<file path="config.mk">
export PLATFORM = sky130hd
export DESIGN_NAME = cfl_top
export DESIGN_NICKNAME = d
export VERILOG_FILES = /design/src/core/cfl_pkg.sv /design/src/core/cfl_ring.sv /design/src/core/cfl_top.sv
export SDC_FILE = /design/constraint.sdc
export NUM_CORES = 1
export LEC_CHECK = 0
export BUFFER_PORTS_ARGS = -buffer_cell sky130_fd_sc_hd__buf_2
export CORE_MARGIN = 4
export CORE_UTILIZATION = 40
export CTS_BUF_LIST = sky130_fd_sc_hd__clkbuf_2 sky130_fd_sc_hd__clkbuf_4 sky130_fd_sc_hd__clkbuf_8
export CTS_CLUSTER_DIAMETER = 100
export CTS_CLUSTER_SIZE = 10
export DETAILED_ROUTE_END_ITERATION = 8
export MAX_ROUTING_LAYER = met4
export PLACE_DENSITY_LB_ADDON = 0.1
export SYNTH_ARGS = -nofsm -noshare
export SYNTH_HDL_FRONTEND = slang
export SYNTH_SLANG_ARGS = --single-unit
</file>
<file path="constraint.sdc">
create_clock -name pclk -period 4.6 [get_ports pclk]
set_clock_uncertainty 0.15 [all_clocks]
set_input_delay 0.69 -clock pclk [delete_from_list [all_inputs] [get_ports pclk]]
set_output_delay 0.69 -clock pclk [all_outputs]
set_load 0.01 [all_outputs]
</file>
<file path="src/core/cfl_pkg.sv">
`default_nettype none
package cfl_pkg;

	////////////////////////////////////////////////////////////////////
	// buffer geometry, all in 16-bit words
	localparam int          NUM_CHIPS   = 4;
	localparam int          CNT_W       = 19;
	localparam logic [18:0] BUF_WORDS   = 19'h40000;
	// 64K - 128: almost empty level, also almost full in the V3 variant
	localparam logic [18:0] AE_LEVEL    = 19'h0FF80;
	// 128K - 256: almost full level of the V2 variant
	localparam logic [18:0] AF_LEVEL_V2 = 19'h1FF00;
	// half full has no meaning for the cascaded buffer
	localparam logic        HFULL_FIXED = 1'b0;

	////////////////////////////////////////////////////////////////////
	// timing
	localparam int          CLK_PERIOD_NS = 50;
	localparam int          DWELL_NS      = 400;
	localparam int          DWELL_CYC     =
		(DWELL_NS + CLK_PERIOD_NS - 1) / CLK_PERIOD_NS;
	// the idle cycle and the pulse cycle are part of the dwell
	localparam logic [3:0]  DWELL_LOAD    = 4'(DWELL_CYC - 2);

	////////////////////////////////////////////////////////////////////
	// register offsets (byte addresses)
	localparam logic [7:0]  REG_CTRL     = 8'h00;
	localparam logic [7:0]  REG_WORDS    = 8'h04;
	localparam logic [7:0]  REG_FLAGS    = 8'h08;
	localparam logic [7:0]  REG_FILL     = 8'h0C;
	localparam logic [7:0]  REG_IRQ_STAT = 8'h10;
	localparam logic [7:0]  REG_IRQ_MASK = 8'h14;

	// field positions
	localparam int          CTRL_COPY_DIS = 0;
	localparam int          IRQ_AFULL     = 0;
	localparam int          IRQ_FULL      = 1;
	localparam int          IRQ_LOST      = 2;
	localparam int          IRQ_W         = 3;

	// reset values
	localparam logic        COPY_DIS_RST  = 1'b0;
	localparam logic [5:0]  WORDS_RST     = 6'h20;
	localparam logic [2:0]  IRQ_MASK_RST  = 3'h0;

	////////////////////////////////////////////////////////////////////
	// types
	typedef struct packed {
		logic full;
		logic afull;
		logic hfull;
		logic aempty;
		logic empty;
	} cfl_flags_t;

	typedef enum logic [1:0] {
		CFL_IDLE,
		CFL_COPY,
		CFL_DWELL
	} cfl_state_t;

endpackage
`default_nettype wire

</file>
<file path="src/core/cfl_ring.sv">
`timescale 1ns/10ps
`default_nettype none
module cfl_ring
	import cfl_pkg::*;
#(
	parameter bit FOUR_CHIPS = 1'b1,
	parameter bit VARIANT_V3 = 1'b0
) (
	// clock and reset
	input  wire logic         pclk,
	input  wire logic         presetn,
	// requests
	input  wire logic         wr_go,
	input  wire logic         rd_go,
	// synchronised flags of a lone chip
	input  wire cfl_flags_t   single_flags,
	// chip strobes and status
	output logic [3:0]        chip_wr_en,
	output logic [3:0]        chip_rd_en,
	output cfl_flags_t        flags,
	output logic [CNT_W-1:0]  fill
);

	////////////////////////////////////////////////////////////////////
	// ring order helpers
	function automatic logic [3:0] onehot(input logic [1:0] p);
		onehot = 4'h1 << p;
	endfunction

	function automatic logic [1:0] step(input logic [1:0] p);
		step = FOUR_CHIPS ? 2'(p + 2'h1) : 2'h0;
	endfunction

	// flags from the combined fill of all chips
	function automatic cfl_flags_t combine(input logic [CNT_W-1:0] f);
		// empty only with all chips drained
		combine.empty  = (f == '0);
		combine.aempty = (f >= AE_LEVEL);
		combine.hfull  = HFULL_FIXED;
		combine.afull  = VARIANT_V3 ? (f >= AE_LEVEL) : (f >= AF_LEVEL_V2);
		// full only at whole ring capacity
		combine.full   = (f == BUF_WORDS);
	endfunction

	logic [1:0]        wptr;
	logic [1:0]        rptr;
	logic              wr_ok;
	logic              rd_ok;
	logic [CNT_W-1:0]  next_fill;

	// full and empty refuse the strobe, so the count never wraps
	assign wr_ok     = wr_go & ~flags.full;
	assign rd_ok     = rd_go & ~flags.empty;
	assign next_fill = CNT_W'(fill + CNT_W'(wr_ok) - CNT_W'(rd_ok));

	////////////////////////////////////////////////////////////////////
	// ring order strobes
	always_ff @(posedge pclk or negedge presetn) begin
		if (!presetn) begin
			wptr       <= 2'h0;
			rptr       <= 2'h0;
			chip_wr_en <= 4'h0;
			chip_rd_en <= 4'h0;
			fill       <= '0;
		end else begin
			wptr       <= wr_ok ? step(wptr) : wptr;
			rptr       <= rd_ok ? step(rptr) : rptr;
			chip_wr_en <= wr_ok ? onehot(wptr) : 4'h0;
			chip_rd_en <= rd_ok ? onehot(rptr) : 4'h0;
			fill       <= next_fill;
		end
	end

	// lone chip reports its own flags
	always_ff @(posedge pclk or negedge presetn) begin
		if (!presetn) begin
			flags <= '{full: 1'b0, afull: 1'b0, hfull: HFULL_FIXED,
				aempty: 1'b0, empty: 1'b1};
		end else begin
			flags <= FOUR_CHIPS ? combine(next_fill) : single_flags;
		end
	end

endmodule
`default_nettype wire

</file>
<file path="src/core/cfl_top.sv">
// Implementation choices: the register offsets and the APB register port.
`timescale 1ns/10ps
`default_nettype none
// What this block does
// - one chip reports own flags directly
// - four chips written and read in ring
// - almost empty threshold at 64K-128 words
// - V2 almost full at 128K-256 words
// - V3 almost full uses almost empty level
// - almost full, full and lost bin may raise interrupt
// - room for 128K+256 while not almost full
// - no copy pulses while buffer full
// - copy disable copies nothing, pulses continue
// - minimum dwell 400 ns between copy cycles
module cfl_top
	import cfl_pkg::*;
#(
	parameter bit FOUR_CHIPS = 1'b1,
	parameter bit VARIANT_V3 = 1'b0,
	parameter int WORDS_W    = 6
) (
	// clock and reset
	input  wire logic          pclk,
	input  wire logic          presetn,
	// apb slave
	input  wire logic [7:0]    paddr,
	input  wire logic          psel,
	input  wire logic          penable,
	input  wire logic          pwrite,
	input  wire logic [31:0]   pwdata,
	output logic [31:0]        prdata,
	output logic               pready,
	output logic               pslverr,
	// bin timing and reading master
	input  wire logic          next_bin_pulse,
	input  wire logic          rd_req,
	// flag pins of a lone chip
	input  wire cfl_flags_t    chip_flags_pin,
	// chip strobes
	output logic [3:0]         chip_wr_en,
	output logic [3:0]         chip_rd_en,
	output logic [WORDS_W-1:0] copy_chan,
	// status
	output logic               copy_pulse_out,
	output cfl_flags_t         fifo_flags,
	output logic               irq
);

	////////////////////////////////////////////////////////////////////
	// declarations
	cfl_state_t          state;
	cfl_state_t          next_state;
	logic [WORDS_W-1:0]  idx;
	logic [WORDS_W-1:0]  next_idx;
	logic [3:0]          dwell;
	logic [3:0]          next_dwell;
	logic                pending;
	logic                next_pending;
	logic                next_pulse;
	logic                wr_go;
	logic                consume;
	logic                lost;
	logic                last_word;
	logic                no_copy;
	logic                full;

	logic                copy_dis;
	logic [WORDS_W-1:0]  words;
	logic [IRQ_W-1:0]    irq_stat;
	logic [IRQ_W-1:0]    irq_mask;
	logic [IRQ_W-1:0]    next_irq_stat;
	logic [IRQ_W-1:0]    irq_ev;
	logic [IRQ_W-1:0]    w1c;
	logic                afull_d;
	logic                full_d;

	cfl_flags_t          flags_meta;
	cfl_flags_t          flags_sync;
	logic [CNT_W-1:0]    fill;

	logic                setup;
	logic                access;
	logic                wr_acc;
	logic                hit_ctrl;
	logic                hit_words;
	logic                hit_flags;
	logic                hit_fill;
	logic                hit_stat;
	logic                hit_mask;
	logic                mapped;
	logic [31:0]         rd_mux;

	////////////////////////////////////////////////////////////////////
	// flag pins of a lone chip cross from the board, two stages first
	always_ff @(posedge pclk or negedge presetn) begin
		if (!presetn) begin
			flags_meta <= '0;
			flags_sync <= '0;
		end else begin
			flags_meta <= chip_flags_pin;
			flags_sync <= flags_meta;
		end
	end

	////////////////////////////////////////////////////////////////////
	// ring buffer bookkeeping and flag combining
	// variant chosen at build time
	cfl_ring #(
		.FOUR_CHIPS   (FOUR_CHIPS),
		.VARIANT_V3   (VARIANT_V3)
	) u_ring (
		.pclk         (pclk),
		.presetn      (presetn),
		.wr_go        (wr_go),
		.rd_go        (rd_req),
		.single_flags (flags_sync),
		.chip_wr_en   (chip_wr_en),
		.chip_rd_en   (chip_rd_en),
		.flags        (fifo_flags),
		.fill         (fill)
	);

	assign full = fifo_flags.full;

	////////////////////////////////////////////////////////////////////
	// copy sequencer: one pulse per served bin, then words, then dwell
	// copy disable skips the words
	assign no_copy   = copy_dis | (words == '0);
	assign last_word = (idx == WORDS_W'(words - 1'b1));
	// full holds the bin back, no pulse
	assign consume   = (state == CFL_IDLE) & pending & ~full;
	// a second bin while one waits is lost, not queued
	assign lost      = next_bin_pulse & pending & ~consume;
	assign next_pending = next_bin_pulse | (pending & ~consume);

	always_comb begin
		next_state = state;
		next_idx   = idx;
		next_dwell = dwell;
		next_pulse = 1'b0;
		wr_go      = 1'b0;
		case (state)
			CFL_IDLE: begin
				if (consume) begin
					next_pulse = 1'b1;
					next_idx   = '0;
					if (no_copy) begin
						next_state = CFL_DWELL;
						next_dwell = DWELL_LOAD;
					end else begin
						next_state = CFL_COPY;
					end
				end
			end
			CFL_COPY: begin
				// a full buffer stalls the copy mid bin
				if (!full) begin
					wr_go    = 1'b1;
					next_idx = WORDS_W'(idx + 1'b1);
					if (last_word) begin
						next_state = CFL_DWELL;
						next_dwell = DWELL_LOAD;
					end
				end
			end
			CFL_DWELL: begin
				if (dwell == 4'h0) begin
					next_state = CFL_IDLE;
				end else begin
					next_dwell = dwell - 4'h1;
				end
			end
			default: begin
				next_state = CFL_IDLE;
			end
		endcase
	end

	// sequencer state
	always_ff @(posedge pclk or negedge presetn) begin
		if (!presetn) begin
			state          <= CFL_IDLE;
			idx            <= '0;
			dwell          <= 4'h0;
			pending        <= 1'b0;
			copy_pulse_out <= 1'b0;
		end else begin
			state          <= next_state;
			idx            <= next_idx;
			dwell          <= next_dwell;
			pending        <= next_pending;
			copy_pulse_out <= next_pulse;
		end
	end

	// channel index lines up with the chip strobe it belongs to
	always_ff @(posedge pclk or negedge presetn) begin
		if (!presetn) begin
			copy_chan <= '0;
		end else if (wr_go) begin
			copy_chan <= idx;
		end
	end

	////////////////////////////////////////////////////////////////////
	// apb decode
	assign setup     = psel & ~penable;
	assign access    = psel & penable & pready;
	assign wr_acc    = access & pwrite;
	assign hit_ctrl  = (paddr == REG_CTRL);
	assign hit_words = (paddr == REG_WORDS);
	assign hit_flags = (paddr == REG_FLAGS);
	assign hit_fill  = (paddr == REG_FILL);
	assign hit_stat  = (paddr == REG_IRQ_STAT);
	assign hit_mask  = (paddr == REG_IRQ_MASK);
	assign mapped    = hit_ctrl | hit_words | hit_flags | hit_fill
		| hit_stat | hit_mask;

	// read mux, unused bits read zero
	assign rd_mux =
		hit_ctrl  ? {31'h0, copy_dis} :
		hit_words ? {{(32-WORDS_W){1'b0}}, words} :
		hit_flags ? {27'h0, fifo_flags} :
		hit_fill  ? {13'h0, fill} :
		hit_stat  ? {29'h0, irq_stat} :
		hit_mask  ? {29'h0, irq_mask} :
		32'h0;

	// no wait state: answer in the first access cycle
	always_ff @(posedge pclk or negedge presetn) begin
		if (!presetn) begin
			pready  <= 1'b0;
			pslverr <= 1'b0;
			prdata  <= 32'h0;
		end else begin
			pready  <= setup;
			pslverr <= setup & ~mapped;
			prdata  <= (setup & ~pwrite) ? rd_mux : 32'h0;
		end
	end

	// software settings
	always_ff @(posedge pclk or negedge presetn) begin
		if (!presetn) begin
			copy_dis <= COPY_DIS_RST;
			words    <= WORDS_W'(WORDS_RST);
			irq_mask <= IRQ_MASK_RST;
		end else if (wr_acc) begin
			if (hit_ctrl) begin
				copy_dis <= pwdata[CTRL_COPY_DIS];
			end else if (hit_words) begin
				words <= pwdata[WORDS_W-1:0];
			end else if (hit_mask) begin
				irq_mask <= pwdata[IRQ_W-1:0];
			end
		end
	end

	////////////////////////////////////////////////////////////////////
	// interrupts: sticky, write one to clear, a new event wins
	// almost empty is no interrupt source
	assign irq_ev[IRQ_AFULL] = fifo_flags.afull & ~afull_d;
	assign irq_ev[IRQ_FULL]  = fifo_flags.full & ~full_d;
	assign irq_ev[IRQ_LOST]  = lost;
	assign w1c = (wr_acc & hit_stat) ? pwdata[IRQ_W-1:0] : '0;
	assign next_irq_stat = (irq_stat & ~w1c) | irq_ev;

	always_ff @(posedge pclk or negedge presetn) begin
		if (!presetn) begin
			afull_d  <= 1'b0;
			full_d   <= 1'b0;
			irq_stat <= '0;
			irq      <= 1'b0;
		end else begin
			afull_d  <= fifo_flags.afull;
			full_d   <= fifo_flags.full;
			irq_stat <= next_irq_stat;
			irq      <= |(next_irq_stat & irq_mask);
		end
	end

endmodule
`default_nettype wire

</file>
# Word level (Yosys, flattened, before mapping)
# Cells that the tools add are included.
# classes
n_reduce_logical	14
bitwise	37
n_eq_ne	15
shifts	2
n_lt_le_gt_ge	2
add_sub_neg	7
mux	29
# op_table
cell	count
$mux 19	5
$mux 4	7
$add 19x1->19	1
$eq 19x19->1 const B	1
$ge 19x16->1 const B	1
$ge 19x17->1 const B	1
$logic_not 19->1	1
$sub 19x1->19	1
$and 1x1->1	16
$eq 8x4->1 const B	2
$eq 8x5->1 const B	2
$mux 6	2
$ne 2x2->1 const B	6
$pmux 4 s3	1
$pmux 6 s2	1
$mux 2	5
$not 1->1	10
$mux 3	3
$eq 8x3->1 const B	1
$logic_not 8->1	1
$reduce_and 4->1	2
$shl 1x2->4 const A	2
$or 1x1->1	7
$add 6x1->6 const B	1
other kinds (20)	26
# totals
out_inout_bits	55
register_bits	92
in_bits	52
word_cells	131

# Longest topological paths before layout
# Gate-level depths: netlist of run 1.
# logic_depth
depth_word	10
mapped_depth	16
depth_no_buf	15

# By module
# A second synthesis of run 1 with hierarchy kept.
# unflattened
hier_cells	513
area_unflattened_um2	5524.0
# by_module_without_submodules
mod	n_inst	seq_area_each_um2	cells_per_inst	area_per_inst_um2
cfl_top	1	1677.9	258	3072.9
cfl_ring	1	877.1	255	2451.1

# Worst setup path after synthesis of run 1
# No wires, ideal clock.
# synth_timing
path_type	input to register
start	input port rd_req
end	register u_ring.flags[1] (netlist bit)
setup_time_ns	0.087
path_stages	14
slack_ns	0.820
t_arrival_ns	3.544
required_ns	4.363
path_buffers	1
cell_sequence	nor2b_1 clkbuf_1 ha_1 inv_1 ha_1 fa_1 a21o_1 a221o_1 a311o_1 a21o_1 xor2_1 and2_1 nand4_1 o211ai_1
# synth_between
elab_chain_len	3
# synth_rtl
item	line	text
start: declaration	cfl_top.sv:36	input wire logic rd_req,
$and 1x1->1	cfl_ring.sv:53	assign rd_ok = rd_go & ~flags.empty;
named net u_ring.rd_ok	cfl_ring.sv:48	logic rd_ok;
$sub 19x1->19	cfl_ring.sv:54	assign next_fill = CNT_W'(fill + CNT_W'(wr_ok) - CNT_W'(rd_ok));
named net u_ring.next_fill[12]	cfl_ring.sv:49	logic [CNT_W-1:0] next_fill;
$ge 19x16->1	cfl_ring.sv:38	combine.aempty = (f >= AE_LEVEL);
end signal: assignment	cfl_ring.sv:77	flags <= '{full: 1'b0, afull: 1'b0, hfull: HFULL_FIXED,
end signal: assignment	cfl_ring.sv:80	flags <= FOUR_CHIPS ? combine(next_fill) : single_flags;
end: declaration	cfl_ring.sv:20	output cfl_flags_t flags,
# The timed path passes the listed nets, and every way through them passes these cells.
# A chain may end at the register's enable or synchronous reset.

# Worst setup path after layout of run 1
# layout_timing
start	register u_ring.flags[0] (netlist bit)
end	register u_ring.flags[1] (netlist bit)
# layout_between
elab_chain_len	4
# layout_rtl
item	line
$not 1->1	cfl_ring.sv:53
$and 1x1->1	cfl_ring.sv:53
$sub 19x1->19	cfl_ring.sv:54
named net u_ring.next_fill[12]	cfl_ring.sv:49
$ge 19x16->1	cfl_ring.sv:38
# The timed path passes the listed nets, and every way through them passes these cells.

==> flow_summary_export.csv, run 1 <==
group,metric,value,unit
synthesis,syn_area,4900,µm²
timing,fin_crit_sh,82.4,%
place,io_buffers,61,
cells_and_area,drive_gt1_share,19.6,%
setup_path,crit_path_cell_trace,"nor2b_1, ha_1, inv_1, ha_1, fa_1, a21o_1, a221o_1, a311o_1, a21o_1, xor2_1, and2_1, nand4_1, o211ai_1",
synthesis,yosysTopAreaCell,"dfrtp_1",
synthesis,yosys-top-cells-count,"dfrtp_1 (90), inv_1 (43), nand2_1 (32), ha_1 (31), nor2_1 (28)",
global_route,antenna_found_initial,0,
flow_run,cap_violations,0,
detailed_routing,wire_per_inst,14.6,µm
timing,worstMarginPinSlew,792,ps
setup_path,crit_path_start_kind,"flop",
detailed_routing,drt-pass1-iter-count,4,
setup_path,critPathArrivalTime,3920,ps
die,core,12000,µm²
cells_and_area,fin_nets,630,
die,design.die.area,14100,µm²
detailed_routing,postRouteAntennaNets,0,
global_route,grt_pass1_vias,3592,
setup_path,crit_buf_inv,1,
setup_path,slowest_delay,580,ps
die,io_pins,107,
die,start_util,40.8,%
global_route,overflow,0,
synthesis,ys_ff_latch,92,
timing,rsz0062_at_grt,"no",
die,row_count,40,
timing,fin_tns_setup,0,ps
synthesis,synthFlopType,"dfrtp_1",
setup_path,crit_path_end_kind,"flop",
clocking,cts_tree,"yes",
synthesis,synthArstFlopShare,100,%
timing,relSlewSlack,47.2,%
clocking,cts_hold_buf,0,
global_route,use_met1,20.0,%
synthesis,yosys_warnings,0,
cells_and_area,area_growth,14.0,%
timing,hold_ws,260,ps
clocking,numCtsBuffers,9,
timing,slew_viol_final,0,
timing,fmaxAchievable,0.264,GHz
clocking,htreeDepth,3,
timing,setup_viol,0,
global_route,track_usage,15.7,%
synthesis,ys_types,57,
power_and_ir_drop,total_power,3.78,mW
synthesis,syn_area_per_cell,10.1,µm²
detailed_routing,first_iter_violations,162,
clocking,clock_path_buffers,2,
global_route,busiest_layer,"met2",
synthesis,netlist_top_cells_area,"dfrtp_1 (46%), ha_1 (7.9%), mux2_2 (3.9%)",
clocking,post-cts-setup-buffers,0,
setup_path,critical_path_required,4730,ps
cells_and_area,n_fill_cell,1211,
timing,hold_viol_final,0,
power_and_ir_drop,leakage,2.87,nW
cells_and_area,finish.instance_area,5590,µm²
detailed_routing,routed_wl,10.2,mm
global_route,grtUsageMet3,2.82,%
synthesis,syn_inst,485,
clocking,cts.repair.resized,0,
outcome,outcome,"complete, no violations",
setup_path,critPathTopFamily,"compound AO/OA/AOI/OAI gates",
clocking,clkTransAtPathRegs,80,ps
clocking,clock_latency,360,ps
setup_path,path_class,"flop to flop",
global_route,grt_start_max_net_pins,64,
synthesis,yosysMostFrequentCell,"dfrtp_1",
die,die_x,119,µm
place,gp_congestion,0.878,
synthesis,synth_edf_count,0,
worst_hold_path,hold_path.class,"input pin to async pin",
detailed_routing,drcViolationCount,0,
synthesis,yosysSeqAreaShare,47.0,%
power_and_ir_drop,ir_drop,388,µV
cells_and_area,antenna_cells,0,
timing,fin_crit,3790,ps
power_and_ir_drop,powerDensity,677,nW/µm²
global_route,grt_util_met2,24.5,%
global_route,grt_pass1_wl,17.4,mm
setup_path,slowest_stage,"dfstp_2",
die,dieHeight,119,µm
clocking,cts.sinks,92,
synthesis,synth_top_area_share,45.9,%
place,place_hpwl,7.83,mm
clocking,root_buffer,"clkbuf_8",
setup_path,crit_path_max_fanout,6,
detailed_routing,vias,3622,
detailed_routing,via_per_inst,5.19,
place,place_area,5320,µm²
-- cells in the final DEF, fill, tap and decap left out, types with 3 or more instances in the layout --
cell       instances
nand4_1            7
nor2b_1            4
a21o_1            13
ha_1              31
xnor2_1           17
dfrtp_1           90
nand3_1            5
xor2_1            13
buf_2             60
nor4_1             4
nand2_1           32
bufinv_16          4
and2_1            22
nor3_1            17
nor2_1            28
clkbuf_8          10
a21oi_1           25
mux2i_1            6
a31o_2             3
a22oi_1            3
conb_1            14
and3_1             8
a2111oi_0          3
o31ai_1            4
mux2_2            17
inv_1             43
buf_4              4
o21ai_0           22
-- report_power, final --
| group | switching [mW] | leakage (nW) | internal, mW | total (mW) |
|---|---|---|---|---|
| Sequential | 0.114 | 1.18 | 0.983 | 1.10 |
| Combinational | 1.18 | 1.55 | 0.788 | 1.96 |
| Clock | 0.277 | 0.138 | 0.443 | 0.720 |
| Total | 1.57 | 2.87 | 2.21 | 3.78 |
-- sequential cells by signal, indices dropped and copies added, names as in the netlist, 2 cells and up --
register / flops
copy_chan: 6
dwell: 4
idx: 6
irq_mask: 3
irq_stat: 3
prdata: 19
state: 2
u_ring.chip_rd_en: 4
u_ring.chip_wr_en: 4
u_ring.fill: 19
u_ring.flags: 4
u_ring.rptr: 2
u_ring.wptr: 2
words: 6
-- worst paths after layout --
kind	start	end	slack [ps]	depth (start not counted)
worst min register to register	full_d	irq_stat[1]	340	1
worst max register to register	u_ring.flags[0]	u_ring.flags[1]	810	13
worst min-delay path	presetn	pready	260	1
max in group asynchronous	presetn	u_ring.flags[0]	3110	2
min in group pclk	full_d	irq_stat[1]	340	1
worst max-delay path	u_ring.flags[0]	u_ring.flags[1]	810	13
-- worst reg2reg max path: cells and delay by family (launching register included) --
kind | cells | cell delay [ps]
AOI/OAI and AO/OA | 5 | 1370
xor gates and xnor gates | 1 | 290
adders and majority gates | 3 | 910
buffers and inverters | 1 | 40
and+or+nand+nor | 3 | 370
DFF | 1 | 580
-- stage by stage --
stage | setup slack (ps) | utilization (%) | std cells
floorplan | 820 | - | 498
global placement | 537 | 44.3 | 682
detailed placement | 525 | 44.3 | 682
CTS | 794 | 46.5 | 698
global route | 615 | 46.5 | 698
finish | 810 | 46.5 | 698
-- kinds of logic (layout without fill, tap and decap cells) --
family                   Yosys count  after routing  share of synthesized area [%]
buffers and inverters             71            124                           6.53
flip-flops                        92             92                           47.0
XOR/XNOR                          30             30                           5.36
AND/OR/NAND/NOR                  142            142                           15.2
AO/OA/AOI/OAI                     94             94                           12.4
multiplexers                      23             23                           5.13
adder cells (fa/ha/maj)           32             32                           8.32
other                              1             14                         0.0765
-- per-layer routing --
layer  vias up  part of all wire (%)
met2        70                    47
met3        16                   4.5
li1       1774                     -
met1      1762                    46
met5         -                     0
met4         0                   2.4
-- final cells by class --
type / instances / area [µm²] / share of cell area, %
Multi-Input combinational cell: 335 / 2330 / 41.7
Inverter: 44 / 165 / 2.95
Tap cell: 147 / 184 / 3.29
Sequential cell: 92 / 2300 / 41.2
Clock buffer: 12 / 153 / 2.73
Clock inverter: 4 / 120 / 2.15
Timing Repair Buffer: 64 / 330 / 5.91
Power figures use the tool's default switching activity.
==> run 2: changes to the inputs <==
- clock period: 4.6 -> 3.5 ns (I/O delays scaled with it)
==> run 2 against run 1 <==
  * Clock-buffer cell count stayed put
  * Utilization up 1.3 points
  * Largest cell class unchanged
  * Via count is 0.94% higher
  * Sequential share of layout area decreased by 1.1 points
  * Fmax grew 11%
  * Clock power decreased by 8.2%
  * Largest power group unchanged
  * Final cell count increased by 3.0%
  * Hold slack got worse by 210 ps
  * First-iteration DRC count rose by 6.2%
==> flow_summary_export.csv, run 2 (same netlist as run 1, synthesis figures left out) <==
group,metric,value,unit
outcome,outcome,"complete, no violations",
detailed_routing,drt-pass1-iter-count,4,
worst_hold_path,hold_path.class,"input pin to async pin",
place,place_ws,-233,ps
timing,relSlewSlack,54.2,%
setup_path,crit_path_cell_trace,"nor2b_4, ha_4, inv_2, ha_4, fa_2, a21o_1, a221o_2, xor2_1, or4b_4, nor4_4, nand4b_1, nor3_2",
clocking,cts_tree,"yes",
place,place_hpwl,8.19,mm
global_route,grt_pass1_wl,18.2,mm
setup_path,crit_buf_inv,1,
setup_path,critPathTopFamily,"simple AND/OR/NAND/NOR gates",
setup_path,path_common_cell,"ha_4",
clocking,cts.sinks,92,
clocking,root_buffer,"clkbuf_8",
timing,fin_crit_sh,97.6,%
detailed_routing,drcViolationCount,0,
cells_and_area,reg_top3,"prdata (19), u_ring.fill (19)",
timing,worstMarginPinSlew,688,ps
flow_run,cap_violations,0,
place,gp_congestion,0.833,
die,core,12000,µm²
detailed_routing,vias,3656,
clocking,clkTransAtPathRegs,80,ps
global_route,grt_start_max_net_pins,57,
die,io_pins,107,
setup_path,crit_path_end_kind,"flop",
detailed_routing,via_per_inst,5.08,
cells_and_area,antenna_cells,0,
timing,slew_viol_final,0,
power_and_ir_drop,leakage,2.94,nW
timing,hold_viol_final,0,
cells_and_area,finish.instance_area,5750,µm²
clocking,clock_latency,370,ps
detailed_routing,wire_per_inst,15.0,µm
die,row_count,40,
die,start_util,40.8,%
place,dpl.cell_count,700,
die,dieHeight,119,µm
detailed_routing,postRouteAntennaNets,0,
cells_and_area,area_growth,17.2,%
timing,setup_viol,0,
timing,fmaxAchievable,0.293,GHz
global_route,grt_pass1_vias,3664,
clocking,cts_hold_buf,0,
die,design.die.area,14100,µm²
setup_path,crit_path_start_kind,"flop",
setup_path,crit_path_max_fanout,6,
clocking,htreeDepth,3,
cells_and_area,post-route-util,47.8,%
setup_path,slowest_delay,570,ps
timing,setup_slack,84.4,ps
setup_path,worst-path-stages,12,
cells_and_area,finalNonFillerCells,719,
clocking,clock_path_buffers,2,
place,io_buffers,61,
cells_and_area,fin_nets,651,
timing,hold_ws,45.5,ps
cells_and_area,final_cell_mix,"dfrtp_1 (90), buf_2 (60), inv_1 (42), nand2_1 (32), ha_1 (29)",
place,place_area,5460,µm²
setup_path,critical_path_required,3650,ps
global_route,track_usage,16.6,%
die,die_x,119,µm
power_and_ir_drop,ir_drop,594,µV
cells_and_area,layout_commonest_cell,"dfrtp_1",
setup_path,startpoint,"u_ring.flags[0]",
clocking,numCtsBuffers,9,
setup_path,path_class,"flop to flop",
detailed_routing,routed_wl,10.8,mm
timing,fin_crit,3420,ps
global_route,overflow,0,
timing,rsz0062_at_grt,"yes",
detailed_routing,first_iter_violations,172,
setup_path,r2r-start,"u_ring.flags[0]",
setup_path,slowest_stage,"dfstp_2",
global_route,antenna_found_initial,0,
power_and_ir_drop,powerDensity,909,nW/µm²
setup_path,r2r_cells,12,
cells_and_area,drive_gt1_share,25.2,%
setup_path,critPathArrivalTime,3560,ps
-- run 2: worst paths after layout --
kind	endpoint	slack (ps)
max	u_ring.flags[0]	80
min	pslverr	50
max reg2reg	u_ring.flags[0]	80
min reg2reg	irq_stat[0]	330
max in group asynchronous	u_ring.fill[14]	2430
min in group pclk	prdata[2]	200
-- run 2: metrics by stage --
| step | TNS [ps] | power [mW] |
|---|---|---|
| 2_1_floorplan | 0 | 3.50 |
| 3_3_place_gp | -864 | 4.42 |
| 3_5_place_dp | -1060 | 4.42 |
| 4_1_cts | 0 | 5.17 |
| 5_1_grt | -348 | 5.74 |
| 6_report | 0 | 5.22 |
-- run 2: metal layers --
layer / track usage, % / part of all wire (%) / vias up
met5: - / 0 / -
met3: 3.06 / 3.7 / 13
met1: 21.4 / 47 / 1766
met2: 26.1 / 48 / 62
li1: - / - / 1815
met4: 6.30 / 1.8 / 0
-- run 2: worst register-to-register path, stage by stage, from the launching register on --
cell and delay [ps]:
dfstp_2 570, nor2b_4 60, ha_4 260, inv_2 40
ha_4 150, fa_2 340, a21o_1 180, a221o_2 420
xor2_1 180, or4b_4 570, nor4_4 130, nand4b_1 190
nor3_2 140
-- run 2: timing repair --
item,in CTS,in global routing
setup buffers,2,1
gates resized for setup,10,9
endpoints found under the setup margin,5,4
pin swaps,3,3
-- run 2: area by class of cell --
type / instances / area [µm²]
Multi-Input combinational cell: 335 / 2430
Inverter: 44 / 165
Sequential cell: 92 / 2300
Timing Repair Buffer: 85 / 488
Clock buffer: 12 / 153
Tap cell: 147 / 184
Clock inverter: 4 / 25.0
Fill cell: 1143 / 6260
-- run 2: report_power, final --
part           internal, mW  total (mW)  switching (mW)
clock                 0.291       0.661           0.370
sequential             1.29        1.44           0.144
combinational          1.37        3.12            1.75
total                  2.95        5.22            2.27
